[config.mk]
export PLATFORM = sky130hd
export DESIGN_NAME = pointer_ram_mailbox_setup
export DESIGN_NICKNAME = d
export VERILOG_FILES = /design/src/include/ptr_mbox_pkg.sv /design/src/design/mailbox_byte_bank.sv /design/src/design/pointer_ram_mailbox_setup.sv
export SDC_FILE = /design/constraint.sdc
export NUM_CORES = 1
export LEC_CHECK = 0
export BUFFER_PORTS_ARGS = -buffer_cell sky130_fd_sc_hd__buf_4
export CAP_MARGIN = 20
export CELL_PAD_IN_SITES_DETAIL_PLACEMENT = 1
export CELL_PAD_IN_SITES_GLOBAL_PLACEMENT = 1
export CORE_MARGIN = 2
export CORE_UTILIZATION = 28
export CTS_BUF_LIST = sky130_fd_sc_hd__clkbuf_4
export DETAILED_ROUTE_END_ITERATION = 16
export PLACE_DENSITY = 0.7
export RECOVER_POWER = 100
export SYNTH_ARGS = -nofsm -noshare
export SYNTH_HDL_FRONTEND = slang
export SYNTH_SLANG_ARGS = --single-unit
[constraint.sdc]
create_clock -name clk_sys -period 3.28 [get_ports clk_sys]
set_input_delay 0.984 -clock clk_sys [delete_from_list [all_inputs] [get_ports clk_sys]]
set_output_delay 0.984 -clock clk_sys [all_outputs]
set_load 0.05 [all_outputs]
[src/include/ptr_mbox_pkg.sv]
package ptr_mbox_pkg;

  // ****************************************
  // register indices and byte addresses
  // ****************************************
  localparam int ADDR_W = 16;
  localparam logic [11:0] IDX_POINTER_OP_CONTROL = 12'h102;
  localparam logic [11:0] IDX_MAILBOX_ADDRESS_WINDOW = 12'h103;
  localparam logic [11:0] IDX_ABUS_MODE_CONTROL = 12'h106;
  localparam logic [ADDR_W-1:0] ADDR_POINTER_OP_CONTROL =
    {2'h0, IDX_POINTER_OP_CONTROL, 2'h0};
  localparam logic [ADDR_W-1:0] ADDR_MAILBOX_ADDRESS_WINDOW =
    {2'h0, IDX_MAILBOX_ADDRESS_WINDOW, 2'h0};
  localparam logic [ADDR_W-1:0] ADDR_ABUS_MODE_CONTROL =
    {2'h0, IDX_ABUS_MODE_CONTROL, 2'h0};

  // ****************************************
  // pointer_op_control field layout
  // ****************************************
  localparam int INDEX_LSB = 0;
  localparam int INDEX_W = 5;
  localparam int DIR_BIT = 5;
  localparam int BP_LSB = 6;
  localparam int BP_W = 2;

  // ****************************************
  // abus_mode_control field layout
  // ****************************************
  localparam int MODE_BIT = 0;
  localparam int NIB_LSB = 4;
  localparam int NIB_W = 4;

  // ****************************************
  // mailbox address layout
  // ****************************************
  localparam int MBOX_W = 28;
  localparam int BYTE_W = 8;
  localparam int NUM_BYTES = 4;
  localparam int ALIGN_W = 2;
  localparam logic [BP_W-1:0] BP_STEP = 2'h1;
  localparam logic [BP_W-1:0] BP_LAST = 2'h3;
  localparam logic [31:0] DATA_ZERO = 32'h0000_0000;

  // apb transfer sequencing
  typedef enum logic [1:0] {
    BUS_IDLE,
    BUS_WAIT,
    BUS_DONE
  } bus_state_t;

endpackage : ptr_mbox_pkg

[src/design/mailbox_byte_bank.sv]
`timescale 1ns/1ps

module mailbox_byte_bank
  import ptr_mbox_pkg::*;
#(
  parameter logic [MBOX_W-1:0] REVISION_CODE = 28'h0000001
)(
  input wire logic clk_sys,
  input wire logic rst_b,
  input wire logic wr_en,
  input wire logic [BP_W-1:0] wr_ptr,
  input wire logic [BYTE_W-1:0] wr_byte,
  output logic [NUM_BYTES*BYTE_W-1:0] bytes_out
);

  // ****************************************
  // four byte registers behind the window
  // ****************************************
  // revision code padded to the full bank width, so every byte is defined
  localparam logic [NUM_BYTES*BYTE_W-1:0] REV_FULL =
    {{(NUM_BYTES*BYTE_W-MBOX_W){1'b0}}, REVISION_CODE};
  // top byte keeps only address bits 27:24, low byte drops the align bits
  localparam logic [BYTE_W-1:0] TOP_MASK = 8'h0F;
  localparam logic [BYTE_W-1:0] ALIGN_MASK = 8'hFC;

  genvar g;
  generate
    for (g = 0; g < NUM_BYTES; g = g + 1) begin : g_byte
      logic [BYTE_W-1:0] byte_reg;
      logic [BYTE_W-1:0] byte_next;
      logic [BP_W-1:0] my_ptr;
      // pointer zero selects the most significant byte
      assign my_ptr = BP_W'(NUM_BYTES - 1 - g);
      // clip bits beyond 28 and the two alignment bits
      always_comb begin
        byte_next = wr_byte;
        if (g == NUM_BYTES - 1) begin
          byte_next = wr_byte & TOP_MASK;
        end
        if (g == 0) begin
          byte_next = wr_byte & ALIGN_MASK;
        end
      end
      // revision code after reset, host bytes afterwards
      always_ff @(posedge clk_sys or negedge rst_b) begin
        if (!rst_b) begin
          byte_reg <= REV_FULL[g*BYTE_W +: BYTE_W];
        end else if (wr_en && (wr_ptr == my_ptr)) begin
          byte_reg <= byte_next;
        end
      end
      assign bytes_out[g*BYTE_W +: BYTE_W] = byte_reg;
    end
  endgenerate

endmodule : mailbox_byte_bank

[src/design/pointer_ram_mailbox_setup.sv]
// Register access over APB is this design's own decision.
`timescale 1ns/1ps


module pointer_ram_mailbox_setup
  import ptr_mbox_pkg::*;
#(
  parameter logic [MBOX_W-1:0] REVISION_CODE = 28'h0000001 // arbitrary
)(
  input wire logic clk_sys,
  input wire logic rst_b,
  input wire logic psel,
  input wire logic penable,
  input wire logic pwrite,
  input wire logic [ADDR_W-1:0] paddr,
  input wire logic [31:0] pwdata,
  output logic [31:0] prdata,
  output logic pready,
  output logic pslverr,
  input wire logic [NIB_W-1:0] channel_code,
  input wire logic addr_cycle,
  output logic [NIB_W-1:0] upper_addr_nibble,
  output logic [INDEX_W-1:0] pointer_ram_index,
  output logic pointer_op_direction,
  output logic [BP_W-1:0] window_byte_pointer,
  output logic [MBOX_W-1:0] mailbox_address,
  output logic enhanced_addr_bus_select
);

  // ****************************************
  // bus sequencing state
  // ****************************************
  bus_state_t bus_state_reg;
  bus_state_t bus_state_next;
  logic [31:0] prdata_reg;
  logic [31:0] prdata_next;
  logic pslverr_reg;
  logic pslverr_next;
  logic pready_reg;

  // ****************************************
  // register contents
  // ****************************************
  logic [INDEX_W-1:0] index_reg;
  logic dir_reg;
  logic [BP_W-1:0] bp_reg;
  logic [BP_W-1:0] bp_next;
  logic mode_reg;
  logic [NIB_W-1:0] nib_reg;
  logic [NIB_W-1:0] upper_nib_reg;
  logic [NUM_BYTES*BYTE_W-1:0] bank_bytes;

  // ****************************************
  // decode of the current request
  // ****************************************
  logic hit_ctl;
  logic hit_win;
  logic hit_abus;
  logic hit_any;
  logic access;
  logic commit;
  logic commit_wr;
  logic commit_rd;
  logic win_wr;
  logic win_touch;
  logic [BYTE_W-1:0] win_rd_byte;

  // address compare against the three mapped words
  always_comb begin
    hit_ctl = 1'b0;
    hit_win = 1'b0;
    hit_abus = 1'b0;
    if (paddr == ADDR_POINTER_OP_CONTROL) begin
      hit_ctl = 1'b1;
    end else if (paddr == ADDR_MAILBOX_ADDRESS_WINDOW) begin
      hit_win = 1'b1;
    end else if (paddr == ADDR_ABUS_MODE_CONTROL) begin
      hit_abus = 1'b1;
    end
  end

  assign hit_any = hit_ctl | hit_win | hit_abus;
  assign access = psel & penable;
  // the edge where pready is seen high completes the transfer
  assign commit = access & pready_reg;
  assign commit_wr = commit & pwrite;
  assign commit_rd = commit & ~pwrite;
  assign win_wr = commit_wr & hit_win;
  assign win_touch = commit & hit_win;

  // ****************************************
  // apb answer sequencing
  // ****************************************

  // idle -> wait (data prepared) -> done (pready up) -> idle
  always_comb begin
    bus_state_next = bus_state_reg;
    case (bus_state_reg)
      BUS_IDLE: begin
        if (access) begin
          bus_state_next = BUS_WAIT;
        end
      end
      BUS_WAIT: begin
        bus_state_next = BUS_DONE;
      end
      BUS_DONE: begin
        bus_state_next = BUS_IDLE;
      end
      default: begin
        bus_state_next = BUS_IDLE;
      end
    endcase
  end

  // state register
  always_ff @(posedge clk_sys or negedge rst_b) begin
    if (!rst_b) begin
      bus_state_reg <= BUS_IDLE;
    end else begin
      bus_state_reg <= bus_state_next;
    end
  end

  // pready raised for exactly the completing edge
  always_ff @(posedge clk_sys or negedge rst_b) begin
    if (!rst_b) begin
      pready_reg <= 1'b0;
    end else begin
      pready_reg <= (bus_state_next == BUS_DONE);
    end
  end

  // ****************************************
  // read data and error answer
  // ****************************************

  // the window returns the byte under the pointer
  always_comb begin
    win_rd_byte = bank_bytes[(BP_LAST - bp_reg)*BYTE_W +: BYTE_W];
  end

  // read mux, evaluated while the request waits
  always_comb begin
    prdata_next = DATA_ZERO;
    pslverr_next = 1'b0;
    if (!hit_any) begin
      pslverr_next = 1'b1;
    end else if (pwrite) begin
      prdata_next = DATA_ZERO;
    end else if (hit_ctl) begin
      prdata_next[INDEX_LSB +: INDEX_W] = index_reg;
      prdata_next[DIR_BIT] = dir_reg;
      prdata_next[BP_LSB +: BP_W] = bp_reg;
    end else if (hit_win) begin
      prdata_next[BYTE_W-1:0] = win_rd_byte;
    end else begin
      prdata_next[MODE_BIT] = mode_reg;
      prdata_next[NIB_LSB +: NIB_W] = nib_reg;
    end
  end

  // read data and error held for the answer cycle
  always_ff @(posedge clk_sys or negedge rst_b) begin
    if (!rst_b) begin
      prdata_reg <= DATA_ZERO;
      pslverr_reg <= 1'b0;
    end else if (bus_state_reg == BUS_WAIT) begin
      prdata_reg <= prdata_next;
      pslverr_reg <= pslverr_next;
    end else if (bus_state_reg == BUS_DONE) begin
      prdata_reg <= DATA_ZERO;
      pslverr_reg <= 1'b0;
    end
  end

  // ****************************************
  // pointer operation control register
  // ****************************************

  // index and direction keep their value through reset
  always_ff @(posedge clk_sys) begin
    if (commit_wr && hit_ctl) begin
      index_reg <= pwdata[INDEX_LSB +: INDEX_W];
      dir_reg <= pwdata[DIR_BIT];
    end
  end

  // byte pointer: loaded by host, stepped by window access
  always_comb begin
    bp_next = bp_reg;
    if (commit_wr && hit_ctl) begin
      bp_next = pwdata[BP_LSB +: BP_W];
    end else if (win_touch) begin
      bp_next = bp_reg + BP_STEP;
    end
  end

  // no reset branch: the whole register survives reset
  always_ff @(posedge clk_sys) begin
    bp_reg <= bp_next;
  end

  // ****************************************
  // mailbox address window
  // ****************************************

  // byte registers holding the mailbox address or revision code
  mailbox_byte_bank #(
    .REVISION_CODE(REVISION_CODE)
  ) u_bank (
    .clk_sys(clk_sys),
    .rst_b(rst_b),
    .wr_en(win_wr),
    .wr_ptr(bp_reg),
    .wr_byte(pwdata[BYTE_W-1:0]),
    .bytes_out(bank_bytes)
  );

  // ****************************************
  // address bus mode control
  // ****************************************

  // mode select and nibble pattern
  always_ff @(posedge clk_sys or negedge rst_b) begin
    if (!rst_b) begin
      mode_reg <= 1'b0;
      nib_reg <= 4'h0;
    end else if (commit_wr && hit_abus) begin
      mode_reg <= pwdata[MODE_BIT];
      nib_reg <= pwdata[NIB_LSB +: NIB_W];
    end
  end

  // upper nibble loaded during the address cycle, presented one cycle later
  always_ff @(posedge clk_sys or negedge rst_b) begin
    if (!rst_b) begin
      upper_nib_reg <= 4'h0;
    end else if (!addr_cycle) begin
      upper_nib_reg <= 4'h0;
    end else if (mode_reg) begin
      upper_nib_reg <= nib_reg;
    end else begin
      upper_nib_reg <= channel_code;
    end
  end

  // ****************************************
  // outputs
  // ****************************************
  assign prdata = prdata_reg;
  assign pready = pready_reg;
  assign pslverr = pslverr_reg;
  assign upper_addr_nibble = upper_nib_reg;
  assign pointer_ram_index = index_reg;
  assign pointer_op_direction = dir_reg;
  assign window_byte_pointer = bp_reg;
  // low alignment bits forced to zero on the way out
  assign mailbox_address = {bank_bytes[MBOX_W-1:ALIGN_W],
    {ALIGN_W{1'b0}}};
  assign enhanced_addr_bus_select = mode_reg;

endmodule : pointer_ram_mailbox_setup

### After elaboration in Yosys (flattened, before gate mapping)

Index checks and enable logic that the tools add are counted.

* bits of input ports: 58
* output and inout bits: 75
* logic and storage cells: 66
* register bits after elaboration: 80

* bitwise gates (word level): 7
* shift operators: 1
* $add $sub $neg: 2
* muxes and demuxes: 23
* equal/unequal tests: 9
* reductions and logical operators: 10

Operator list (number)
* $mux W32: 2
* $eq A16 B11 Y1 const B: 3
* $shiftx A32 B33 Y8: 1
* $mux W8: 3
* $mux W4: 3
* $mux W1: 10
* $eq A2 B2 Y1 const B: 4
* $logic_and A1 B1 Y1: 6
* $mux W2: 3
* $and A1 B1 Y1: 5
* $eq A2 B1 Y1 const B: 2
* $logic_not A2 Y1: 2
* $pmux W2 S2: 1
* $reduce_bool A2 Y1: 2
* $mux W3: 1
* $sub A2 B2 Y3 const A: 1
* $add A2 B1 Y2 const B: 1
* $or A1 B1 Y1: 2

### Logic depth before layout (Yosys ltp)

Gate-level depths: netlist (run 1).

* word-level depth: 8
* gate-level depth with buffers: 6

### Modules after synthesis

A second synthesis (run 1) with hierarchy kept.

* cells, all modules: 211
* area total of the unflattened synthesis: 2844.0 µm²

By module, submodules not included
* pointer_ram_mailbox_setup: area an instance 1775.5 µm², cells an instance 147, instances 1
* mailbox_byte_bank: area an instance 1068.5 µm², cells an instance 64, instances 1

### Worst setup path after synthesis (run 1)

No wires, ideal clock.

* kind: input to register
* start point: input paddr[9]
* end point: register mode_reg (netlist: enhanced_addr_bus_select)
* slack: 538 ps
* stages on the path: 4
* required time: 3155 ps
* path buffers: 0
* arrival: 2617 ps
* path through: or4_1 > or3_4 > nor4_4 > mux2_2

* longest elaborated chain between the ends: 5
* elaborated cells on any way between the ends: 7
* those cells by class: eq/ne (3); mux (3); reduce/logical (1)

RTL lines
* start, declared: RTL line pointer_ram_mailbox_setup.sv:15 `input wire logic [ADDR_W-1:0] paddr,`
* $eq A16 B11 Y1: RTL line pointer_ram_mailbox_setup.sv:77 `end else if (paddr == ADDR_ABUS_MODE_CONTROL) begin`
* $mux W1: RTL line pointer_ram_mailbox_setup.sv:77
* $mux W1: RTL line pointer_ram_mailbox_setup.sv:75 `end else if (paddr == ADDR_MAILBOX_ADDRESS_WINDOW) begin`
* $mux W1 *: RTL line pointer_ram_mailbox_setup.sv:73 `if (paddr == ADDR_POINTER_OP_CONTROL) begin`
* $logic_and A1 B1 Y1 *: RTL line pointer_ram_mailbox_setup.sv:229 `end else if (commit_wr && hit_abus) begin`
* end signal, assigned: RTL line pointer_ram_mailbox_setup.sv:230 `mode_reg <= pwdata[MODE_BIT];`
* end, declared: RTL line pointer_ram_mailbox_setup.sv:48 `logic mode_reg;`

Every way passes the cells marked *; elsewhere a longest branch is shown, timed or not.
A chain may end at the register's enable or synchronous reset.

### Final worst setup path (run 1)

* start point: register bp_reg[1] (netlist: window_byte_pointer[1])
* end point: output window_byte_pointer[1]

RTL lines
* start, declared: RTL line pointer_ram_mailbox_setup.sv:46 `logic [BP_W-1:0] bp_reg;`
* start signal, assigned: RTL line pointer_ram_mailbox_setup.sv:201 `bp_reg <= bp_next;`
* end, declared: RTL line pointer_ram_mailbox_setup.sv:25 `output logic [BP_W-1:0] window_byte_pointer,`

No word-level cell between the ends.

==> qor.yml, run 1 <==
outcome: "finished clean"
yosysMostFrequentCell: "buf_4"
cts_tree: "done"
hold_path.class: "flip-flop to flip-flop"
final.min_clock_period_ps: 2850
crit_required_ps: 2300
crit_path_start_kind: "flip-flop"
grt_pass1_vias: 2136
first_iter_violations: 44
critPathMaxFanout: 18
synthCells: 256
max_slew_margin_pct: 18.5
syn_avg_cell_area_um2: 11.9
min_delay_worst_endpoint: "u_bank.g_byte[0].byte_reg[0]"
fmax_ghz: 0.351
cpMaxStageDelayCell: "edfxtp_1"
min_path_cells: 1
intPower_uw: 941
synth-main-ff-cell: "dfrtp_1"
die_height_um: 108
clock_skew_ps: 11.5
met1_usage_pct: 17.4
top_usage_layer: "met2"
whs_ps: 505
io_pins: 133
route.detailed.drc: 0
routed-via-count: 2036
nNetsFinal: 380
hold_violations: 0
vdd_drop_max_v: 0.000220
synth_area_leaders: "dfrtp_1, buf_4, mux2_2, edfxtp_1, mux2i_1"
post_dp_cell_area_um2: 3560
leakage_uw: 0.00149
p_sw_share_pct: 33.3
syn-cell-area_um2: 3050
insertion_delay_ps: 380
met2_usage_pct: 23.2
grt_usage_pct: 13.4
cts.clk_slew.worst_paths_ps: 170
initial_utilization_pct: 28.4
syn_to_final_growth_pct: 10.9
cp_num_buf_inv: 1
tightest_slew_ps: 1220
rrSetupSlack_ps: 860
synth_edf_count: 8
combPwrFrac_pct: 19.9
post_cts_buffers: 0
dr.pass1.iters: 4
fin_tns_setup_ps: 0
hold_buffers: 0
cts_made_buffers: 5
antenna_found_initial: 0
vias_per_cell: 4.46
hpwl_um: 5720
largest_reg_flops: 27
clock_sinks: 55
core-area_um2: 10700
critical_path_arrival_ps: 1860
final_cells: 457
grt_pass1_wl_um: 11900
synth_area_leader_cell: "dfrtp_1"
synthArstFlopShare_pct: 85.5
reg2reg_to: "u_bank.g_byte[2].byte_reg[0]"
dp.cells: 449
max_cap_viol_count: 0
antenna_cells: 0
netlist-cell-type-count: 40
overflow: 0
die_w_um: 108
fillers: 1266
synth_top_area_share_pct: 37.7
final_area_um2: 3380
setup_viol: 0
power_frac_clock_pct: 28.8
rr_worst_depth: 5
grt_max_degree: 48
placementRows: 38
crit_type: "flip-flop to primary output"
ys_warn_count: 0
holdCritStartpoint: "u_bank.g_byte[0].byte_reg[0]"
cts.htree.levels: 2
power_uw: 1410
yosys-top-cells-count: "buf_4, dfrtp_1, mux2_2, mux2i_1, inv_1"
post_cts_resize_count: 0
power_density_nw_per_um2: 417
period_share_pct: 86.8
clk_path_buf_depth: 2
seqPwrFrac_pct: 51.4
use_met3_pct: 2.65
drt-wirelength-per-cell_um: 16.5
crit_family: "flip-flops"
gp_congestion: 0.749
rsz0062_at_grt: "false"
regToRegStartpoint: "window_byte_pointer[1]"
final_max_slew_viol_count: 0
end_kind: "primary output"
yosysSeqAreaShare_pct: 46.5
wl_um: 7550
p_sw_uw: 470
path_cells: "clkbuf_1"
crit_path_max_incr_delay_ps: 940
root_buffer: "clkbuf_4"
ys_ff_latch: 55
die_area_um2: 11700
io_buffers: 82
ant_nets: 0
drive_gt1_share_pct: 25.6
## layer usage
metal	part of all wire, %	up-vias
met4	0.65	0
met5	0	-
li1	-	944
met3	5.6	5
met1	44	1026
met2	50	61
## worst max path at each step
stage	startpoint	endpoint	slack (ps)	cells past startpoint
6_report	window_byte_pointer[1]	window_byte_pointer[1]	430	1
5_1_grt	window_byte_pointer[0]	window_byte_pointer[0]	310	1
4_1_cts	window_byte_pointer[1]	window_byte_pointer[1]	580	1
3_5_place_dp	paddr[9]	nib_reg[1]	240	5
3_3_place_gp	paddr[9]	nib_reg[3]	250	5
2_1_floorplan	paddr[9]	enhanced_addr_bus_select	540	4
## kinds of logic (layout without fill, tap and decap cells)
logic type / Yosys count / count (layout) / synth area share, %
buffers and inverters: 74 / 110 / 15.6
flip-flops: 55 / 55 / 46.5
multiplexers: 52 / 52 / 19.6
AND/OR/NAND/NOR: 46 / 46 / 11.1
AO/OA/AOI/OAI: 22 / 22 / 4.63
adder cells (fa/ha/maj): 6 / 6 / 2.46
other: 1 / 26 / 0.123
## layout make-up
class                           count  area (um2)  area share (%)
Clock buffer                        5        37.5            1.11
Clock inverter                      3        46.3            1.37
Inverter                           13        48.8            1.44
Multi-Input combinational cell    152        1230            36.4
Sequential cell                    55        1420            41.9
Tap cell                          140         175            5.18
Timing Repair Buffer               89         425            12.6
## placed cells by master, fill, tap and decap left out, types with 5 or more instances in the layout
master    instances
o32ai_1           5
mux2i_1          16
mux2_2           33
conb_1           26
or2_2             5
dfrtp_1          46
edfxtp_1          8
clkbuf_1         64
ha_1              6
buf_4            24
a21oi_1           9
nor2b_1          10
clkbuf_4          5
inv_1            13
## per-stage QoR
stage          setup slack (ps)  util, %
6_report                    431     31.5
4_1_cts                     583     33.9
2_1_floorplan               538        -
3_3_place_gp                254     33.1
5_1_grt                     311     31.5
3_5_place_dp                240     33.1
## power by group through the flow
stage | clock network [uW] | logic, uW | registers (uW)
floorplan | 0 | 176 | 778
global placement | 0 | 297 | 737
detailed placement | 0 | 303 | 738
CTS | 423 | 304 | 725
global route | 448 | 310 | 727
finish | 406 | 281 | 725
No activity file was read; power rests on OpenSTA's default activity.
==> run 2: changes to the inputs <==
- CORE_MARGIN: 2 -> default
- CORE_UTILIZATION: 28 -> 40
- PLACE_DENSITY: 0.7 -> 0.93
- clock period: 3.28 -> 3.45 ns (I/O delays scaled with it)
==> qor.yml, run 2 (synthesis gave the netlist of run 1 again) <==
outcome: "finished clean"
fin_tns_setup_ps: 0  # unchanged
first_iter_violations: 55  # +25%
hpwl_um: 5480  # -4.1%
dr.pass1.iters: 4  # unchanged
placementRows: 31  # -18%
end_kind: "flip-flop"
overflow: 0  # unchanged
seqPwrFrac_pct: 54.8  # +3.4 points
initial_utilization_pct: 41.6  # +13 points
antenna_found_initial: 0  # unchanged
rr_worst_depth: 6  # +1
hold_violations: 0  # unchanged
max_cap_viol_count: 0  # unchanged
vdd_drop_max_v: 0.000149  # -32%
cts.clk_slew.worst_paths_ps: 170  # about the same
drt-wirelength-per-cell_um: 17.4  # +5.4%
final_cells: 415  # -9.2%
ant_nets: 0  # unchanged
wl_um: 7220  # -4.3%
io_buffers: 82  # unchanged
root_buffer: "clkbuf_4"
cp_num_buf_inv: 1  # unchanged
gp_congestion: 0.720  # -3.9%
power_density_nw_per_um2: 378  # -9.4%
die_area_um2: 7980  # -32%
max_slew_margin_pct: 19.5  # +0.97 points
clock_sinks: 55  # unchanged
largest_reg_flops: 27  # unchanged
hold_path.class: "flip-flop to flip-flop"
final_cell_mix: "clkbuf_1, dfrtp_1, mux2_2"
fmax_ghz: 0.353
die_w_um: 89.3  # -18%
crit_cells: 5  # +4
crit_required_ps: 3720  # +1420 ps
rsz0062_at_grt: "false"
vias_per_cell: 4.93  # +11%
power_frac_clock_pct: 23.7  # -5.1 points
crit_path_start_kind: "input pin"
combPwrFrac_pct: 21.5  # +1.6 points
intPower_uw: 823  # -12%
final_max_slew_viol_count: 0  # unchanged
critPathMaxFanout: 8  # -10
grt_usage_pct: 18.9  # +5.5 points
cpMaxStageDelayCell: "or4_1"
nNetsFinal: 379  # -0.26%
leakage_uw: 0.00150  # +0.60%
syn_to_final_growth_pct: 8.90
die_height_um: 89.3  # -18%
grt_pass1_wl_um: 11000  # -7.4%
layout.cells.most_common: "clkbuf_1"
p_sw_share_pct: 34.4  # +1.1 points
crit_path_max_incr_delay_ps: 580  # -360 ps
post_cts_resize_count: 0  # unchanged
crit_family: "simple AND/OR/NAND/NOR gates"
dp.cells: 407  # -9.4%
p_sw_uw: 432  # -8.1%
power_uw: 1260  # -11%
cts_tree: "done"
routed-via-count: 2047  # +0.54%
route.detailed.drc: 0  # unchanged
final.setup.worst_slack_ps: 618  # +186 ps
period_share_pct: 82.1
dp_slack_ps: 365  # +125 ps
insertion_delay_ps: 370  # about the same
cts_made_buffers: 5  # unchanged
crit_type: "input pin to flip-flop"
whs_ps: 504  # -1.42 ps
min_path_cells: 1  # unchanged
grt_pass1_vias: 2063  # -3.4%
core-area_um2: 7330  # -32%
clk_path_buf_depth: 2  # unchanged
path_cells: "clkbuf_4, or4_1, nor3_1, nand4_2, mux2_2"
hold_buffers: 0  # unchanged
post_cts_buffers: 0  # unchanged
drive_gt1_share_pct: 25.9  # +0.40 points
critical_path_arrival_ps: 3100  # +1240 ps
io_pins: 133  # unchanged
grt_max_degree: 48  # unchanged
cts.htree.levels: 2  # unchanged
fillers: 846  # -33%
setup_viol: 0  # unchanged
final.min_clock_period_ps: 2830
antenna_cells: 0  # unchanged
clock_skew_ps: 12.4  # +0.886 ps
tightest_slew_ps: 1210  # -14.5 ps
-- run 2: power by group through the flow --
stage	combinational, uW	clock (uW)	sequential (uW)
after floorplan	168	0	740
after global placement	275	0	700
after detailed placement	288	0	702
after CTS	288	311	689
after global routing	294	338	692
final	270	297	688
-- run 2: per-stage QoR --
step	cell area (um2)	utilization (%)
2_1_floorplan	3140	-
3_3_place_gp	3500	47.8
3_5_place_dp	3500	47.8
6_report	3320	45.3
4_1_cts	3560	48.6
5_1_grt	3320	45.3
-- run 2: area by class of cell --
cell class | count | area (um2) | share of cell area (%)
Timing Repair Buffer | 88 | 433 | 13.0
Clock inverter | 3 | 23.8 | 0.716
Sequential cell | 55 | 1420 | 42.7
Multi-Input combinational cell | 152 | 1240 | 37.3
Inverter | 13 | 48.8 | 1.47
Tap cell | 99 | 124 | 3.73
Clock buffer | 5 | 37.5 | 1.13
-- run 2: path summary, 6_finish.rpt --
kind,startpoint,endpoint,slack [ps]
hold reg to reg,u_bank.g_byte[0].byte_reg[0],u_bank.g_byte[0].byte_reg[0],500
setup / recovery,paddr[12],u_bank.g_byte[1].byte_reg[5],620
max in group asynchronous,rst_b,u_bank.g_byte[2].byte_reg[5],1830
hold / removal,u_bank.g_byte[0].byte_reg[0],u_bank.g_byte[0].byte_reg[0],500
setup reg to reg,bus_state_reg[1],prdata[5],1240
min in group asynchronous,rst_b,u_bank.g_byte[3].byte_reg[2],870
-- run 2: routing by layer --
layer	vias to the layer above	share of wire (%)	wire [um]	GRT usage [%]
met5	-	0	0	0
met4	0	0.32	23	3.03
met3	2	5.1	365	3.69
met2	75	51	3700	32.8
met1	1026	43	3140	25.0
li1	944	-	-	-
==> run 3: changes to the inputs <==
- ABC_AREA: default -> 1
- CORE_UTILIZATION: 40 -> 32
- PLACE_DENSITY: 0.93 -> 0.84
- clock period: 3.45 -> 2.4 ns (I/O delays scaled with it)
==> qor.yml, run 3 <==
clock_skew_ps: 22.8  # +10.4 ps
synth_area_leader_cell: "dfrtp_1"
initial_utilization_pct: 33.1  # -8.5 points
clock_sinks: 55  # unchanged
outcome: "finished clean"
cpMaxStageDelayCell: "edfxtp_1"
fmax_ghz: 0.467
syn_avg_cell_area_um2: 8.61  # -28%
core-area_um2: 9280  # +27%
rsz0062_at_grt: "false"
dr.pass1.iters: 4  # unchanged
path_cells: "clkbuf_1"
tightest_slew_ps: 1230  # +22.4 ps
io_pins: 133  # unchanged
syn-cell-area_um2: 3080  # +0.82%
crit_family: "flip-flops"
cts.clk_slew.worst_paths_ps: 170  # about the same
vias_per_cell: 4.47  # -9.5%
drive_gt1_share_pct: 13.7  # -12 points
grt_usage_pct: 16.7  # -2.2 points
route.detailed.drc: 0  # unchanged
largest_reg_flops: 27  # unchanged
first_iter_violations: 76  # +38%
die_w_um: 100  # +12%
hold_violations: 0  # unchanged
insertion_delay_ps: 390  # +20 ps
post_cts_resize_count: 0  # unchanged
dp_slack_ps: 159  # -205 ps
rrSetupSlack_ps: 640  # -600 ps
overflow: 0  # unchanged
cts.htree.levels: 2  # unchanged
gp_congestion: 0.852  # +18%
wl_um: 7990  # +11%
ys_warn_count: 0  # unchanged
cts_tree: "done"
die_area_um2: 10000  # +25%
fin_tns_setup_ps: 0  # unchanged
yosysSeqAreaShare_pct: 46.1  # -0.38 points
synth-main-ff-cell: "dfrtp_1"
ant_nets: 0  # unchanged
final.setup.worst_slack_ps: 259  # -358 ps
netlist-cell-type-count: 33  # -18%
yosysMostFrequentCell: "nand2_1"
hold_buffers: 0  # unchanged
end_kind: "primary output"
setup_viol: 0  # unchanged
fillers: 1188  # +40%
critPathMaxFanout: 8  # unchanged
routed-via-count: 2438  # +19%
critical_path_arrival_ps: 1420  # -1680 ps
final_cell_mix: "nand2_1, clkbuf_1, dfrtp_1"
grt_max_degree: 48  # unchanged
max_cap_viol_count: 0  # unchanged
leakage_uw: 0.00164  # +9.3%
io_buffers: 82  # unchanged
layout.area.seq_um2: 1420  # unchanged
multi_input_area_um2: 1150  # -7.3%
crit_required_ps: 1680  # -2040 ps
synthArstFlopShare_pct: 85.5  # unchanged
die_height_um: 100  # +12%
clk_path_buf_depth: 2  # unchanged
final.min_clock_period_ps: 2140
hpwl_um: 6310  # +15%
nNetsFinal: 480  # +27%
synthCells: 357  # +39%
yosys-top-cells-count: "nand2_1, buf_4, dfrtp_1, inv_1, o21ai_0"
antenna_found_initial: 0  # unchanged
synth_top_area_share_pct: 37.4  # -0.31 points
cp_num_buf_inv: 1  # unchanged
layout.cells.most_common: "nand2_1"
power_density_nw_per_um2: 531  # +40%
max_slew_margin_pct: 18.0  # -1.5 points
hold_path.class: "flip-flop to flip-flop"
grt_pass1_vias: 2562  # +24%
vdd_drop_max_v: 0.000207  # +39%
period_share_pct: 89.2
drt-wirelength-per-cell_um: 14.6  # -16%
grt_pass1_wl_um: 12800  # +17%
post_cts_buffers: 0  # unchanged
crit_path_start_kind: "flip-flop"
syn_to_final_growth_pct: 8.75
crit_path_max_incr_delay_ps: 530  # -50 ps
synth_area_leaders: "dfrtp_1, buf_4, nand2_1, edfxtp_1, o21ai_0"
synth_edf_count: 8  # unchanged
cts_made_buffers: 5  # unchanged
placementRows: 35  # +13%
ys_ff_latch: 55  # unchanged
root_buffer: "clkbuf_4"
crit_type: "flip-flop to primary output"
final_max_slew_viol_count: 0  # unchanged
antenna_cells: 0  # unchanged
-- run 3: cell count changes in the layout (fill, tap and decap cells not counted), moves of 9 or more --
cell / delta
nand2_1: +87
o21ai_0: +37
mux2_2: -33
nor2_1: +20
inv_1: +16
mux2i_1: -16
nand3_1: +13
nor2b_1: -10
buf_4: +9
-- run 3: report_power, final --
group / internal, uW / switching (uW)
logic: 78.4 / 286
clock network: 113 / 312
registers: 971 / 15.4
-- run 3: final timing paths --
path	start	to	depth (start not counted)
worst max register to register	window_byte_pointer[0]	u_bank.g_byte[1].byte_reg[5]	4
min in group asynchronous	rst_b	u_bank.g_byte[2].byte_reg[6]	1
worst max-delay path	window_byte_pointer[0]	window_byte_pointer[0]	1
worst min-delay path	u_bank.g_byte[0].byte_reg[0]	u_bank.g_byte[0].byte_reg[0]	1
max in group asynchronous	rst_b	nib_reg[3]	1
worst min register to register	u_bank.g_byte[0].byte_reg[0]	u_bank.g_byte[0].byte_reg[0]	1
-- run 3: area by class of cell --
| type | instances | share of cell area, % |
|---|---|---|
| Tap cell | 129 | 4.83 |
| Clock buffer | 5 | 1.12 |
| Sequential cell | 55 | 42.4 |
| Timing Repair Buffer | 87 | 13.4 |
| Clock inverter | 3 | 0.599 |
| Inverter | 30 | 3.37 |
| Multi-Input combinational cell | 237 | 34.3 |
-- run 3: metal layers --
layer | global-route usage [%] | routed length (um)
met4 | 3.90 | 82
met5 | 0 | 0
met3 | 2.58 | 342
met1 | 20.5 | 3500
met2 | 30.6 | 4060
-- run 3: metrics by stage --
| stage | util (%) | std cells | cell area [um2] | hold slack [ps] | total power [uW] |
|---|---|---|---|---|---|
| after floorplan | - | 382 | 3170 | 424 | 1290 |
| after global placement | 38.1 | 538 | 3540 | 465 | 1380 |
| after detailed placement | 38.1 | 538 | 3540 | 478 | 1390 |
| after CTS | 38.8 | 546 | 3600 | 349 | 1810 |
| after global routing | 36.0 | 546 | 3340 | 511 | 1860 |
| final | 36.0 | 546 | 3340 | 497 | 1780 |
-- run 3: logic make-up (layout without fill, tap and decap cells) --
family | count (synthesis) | after routing | share of synthesized area (%)
AND/OR/NAND/NOR | 144 | 144 | 21.0
buffers and inverters | 90 | 125 | 18.1
AO/OA/AOI/OAI | 61 | 61 | 12.3
flip-flops | 55 | 55 | 46.1
adder cells (fa/ha/maj) | 6 | 6 | 2.44
other | 1 | 26 | 0.122
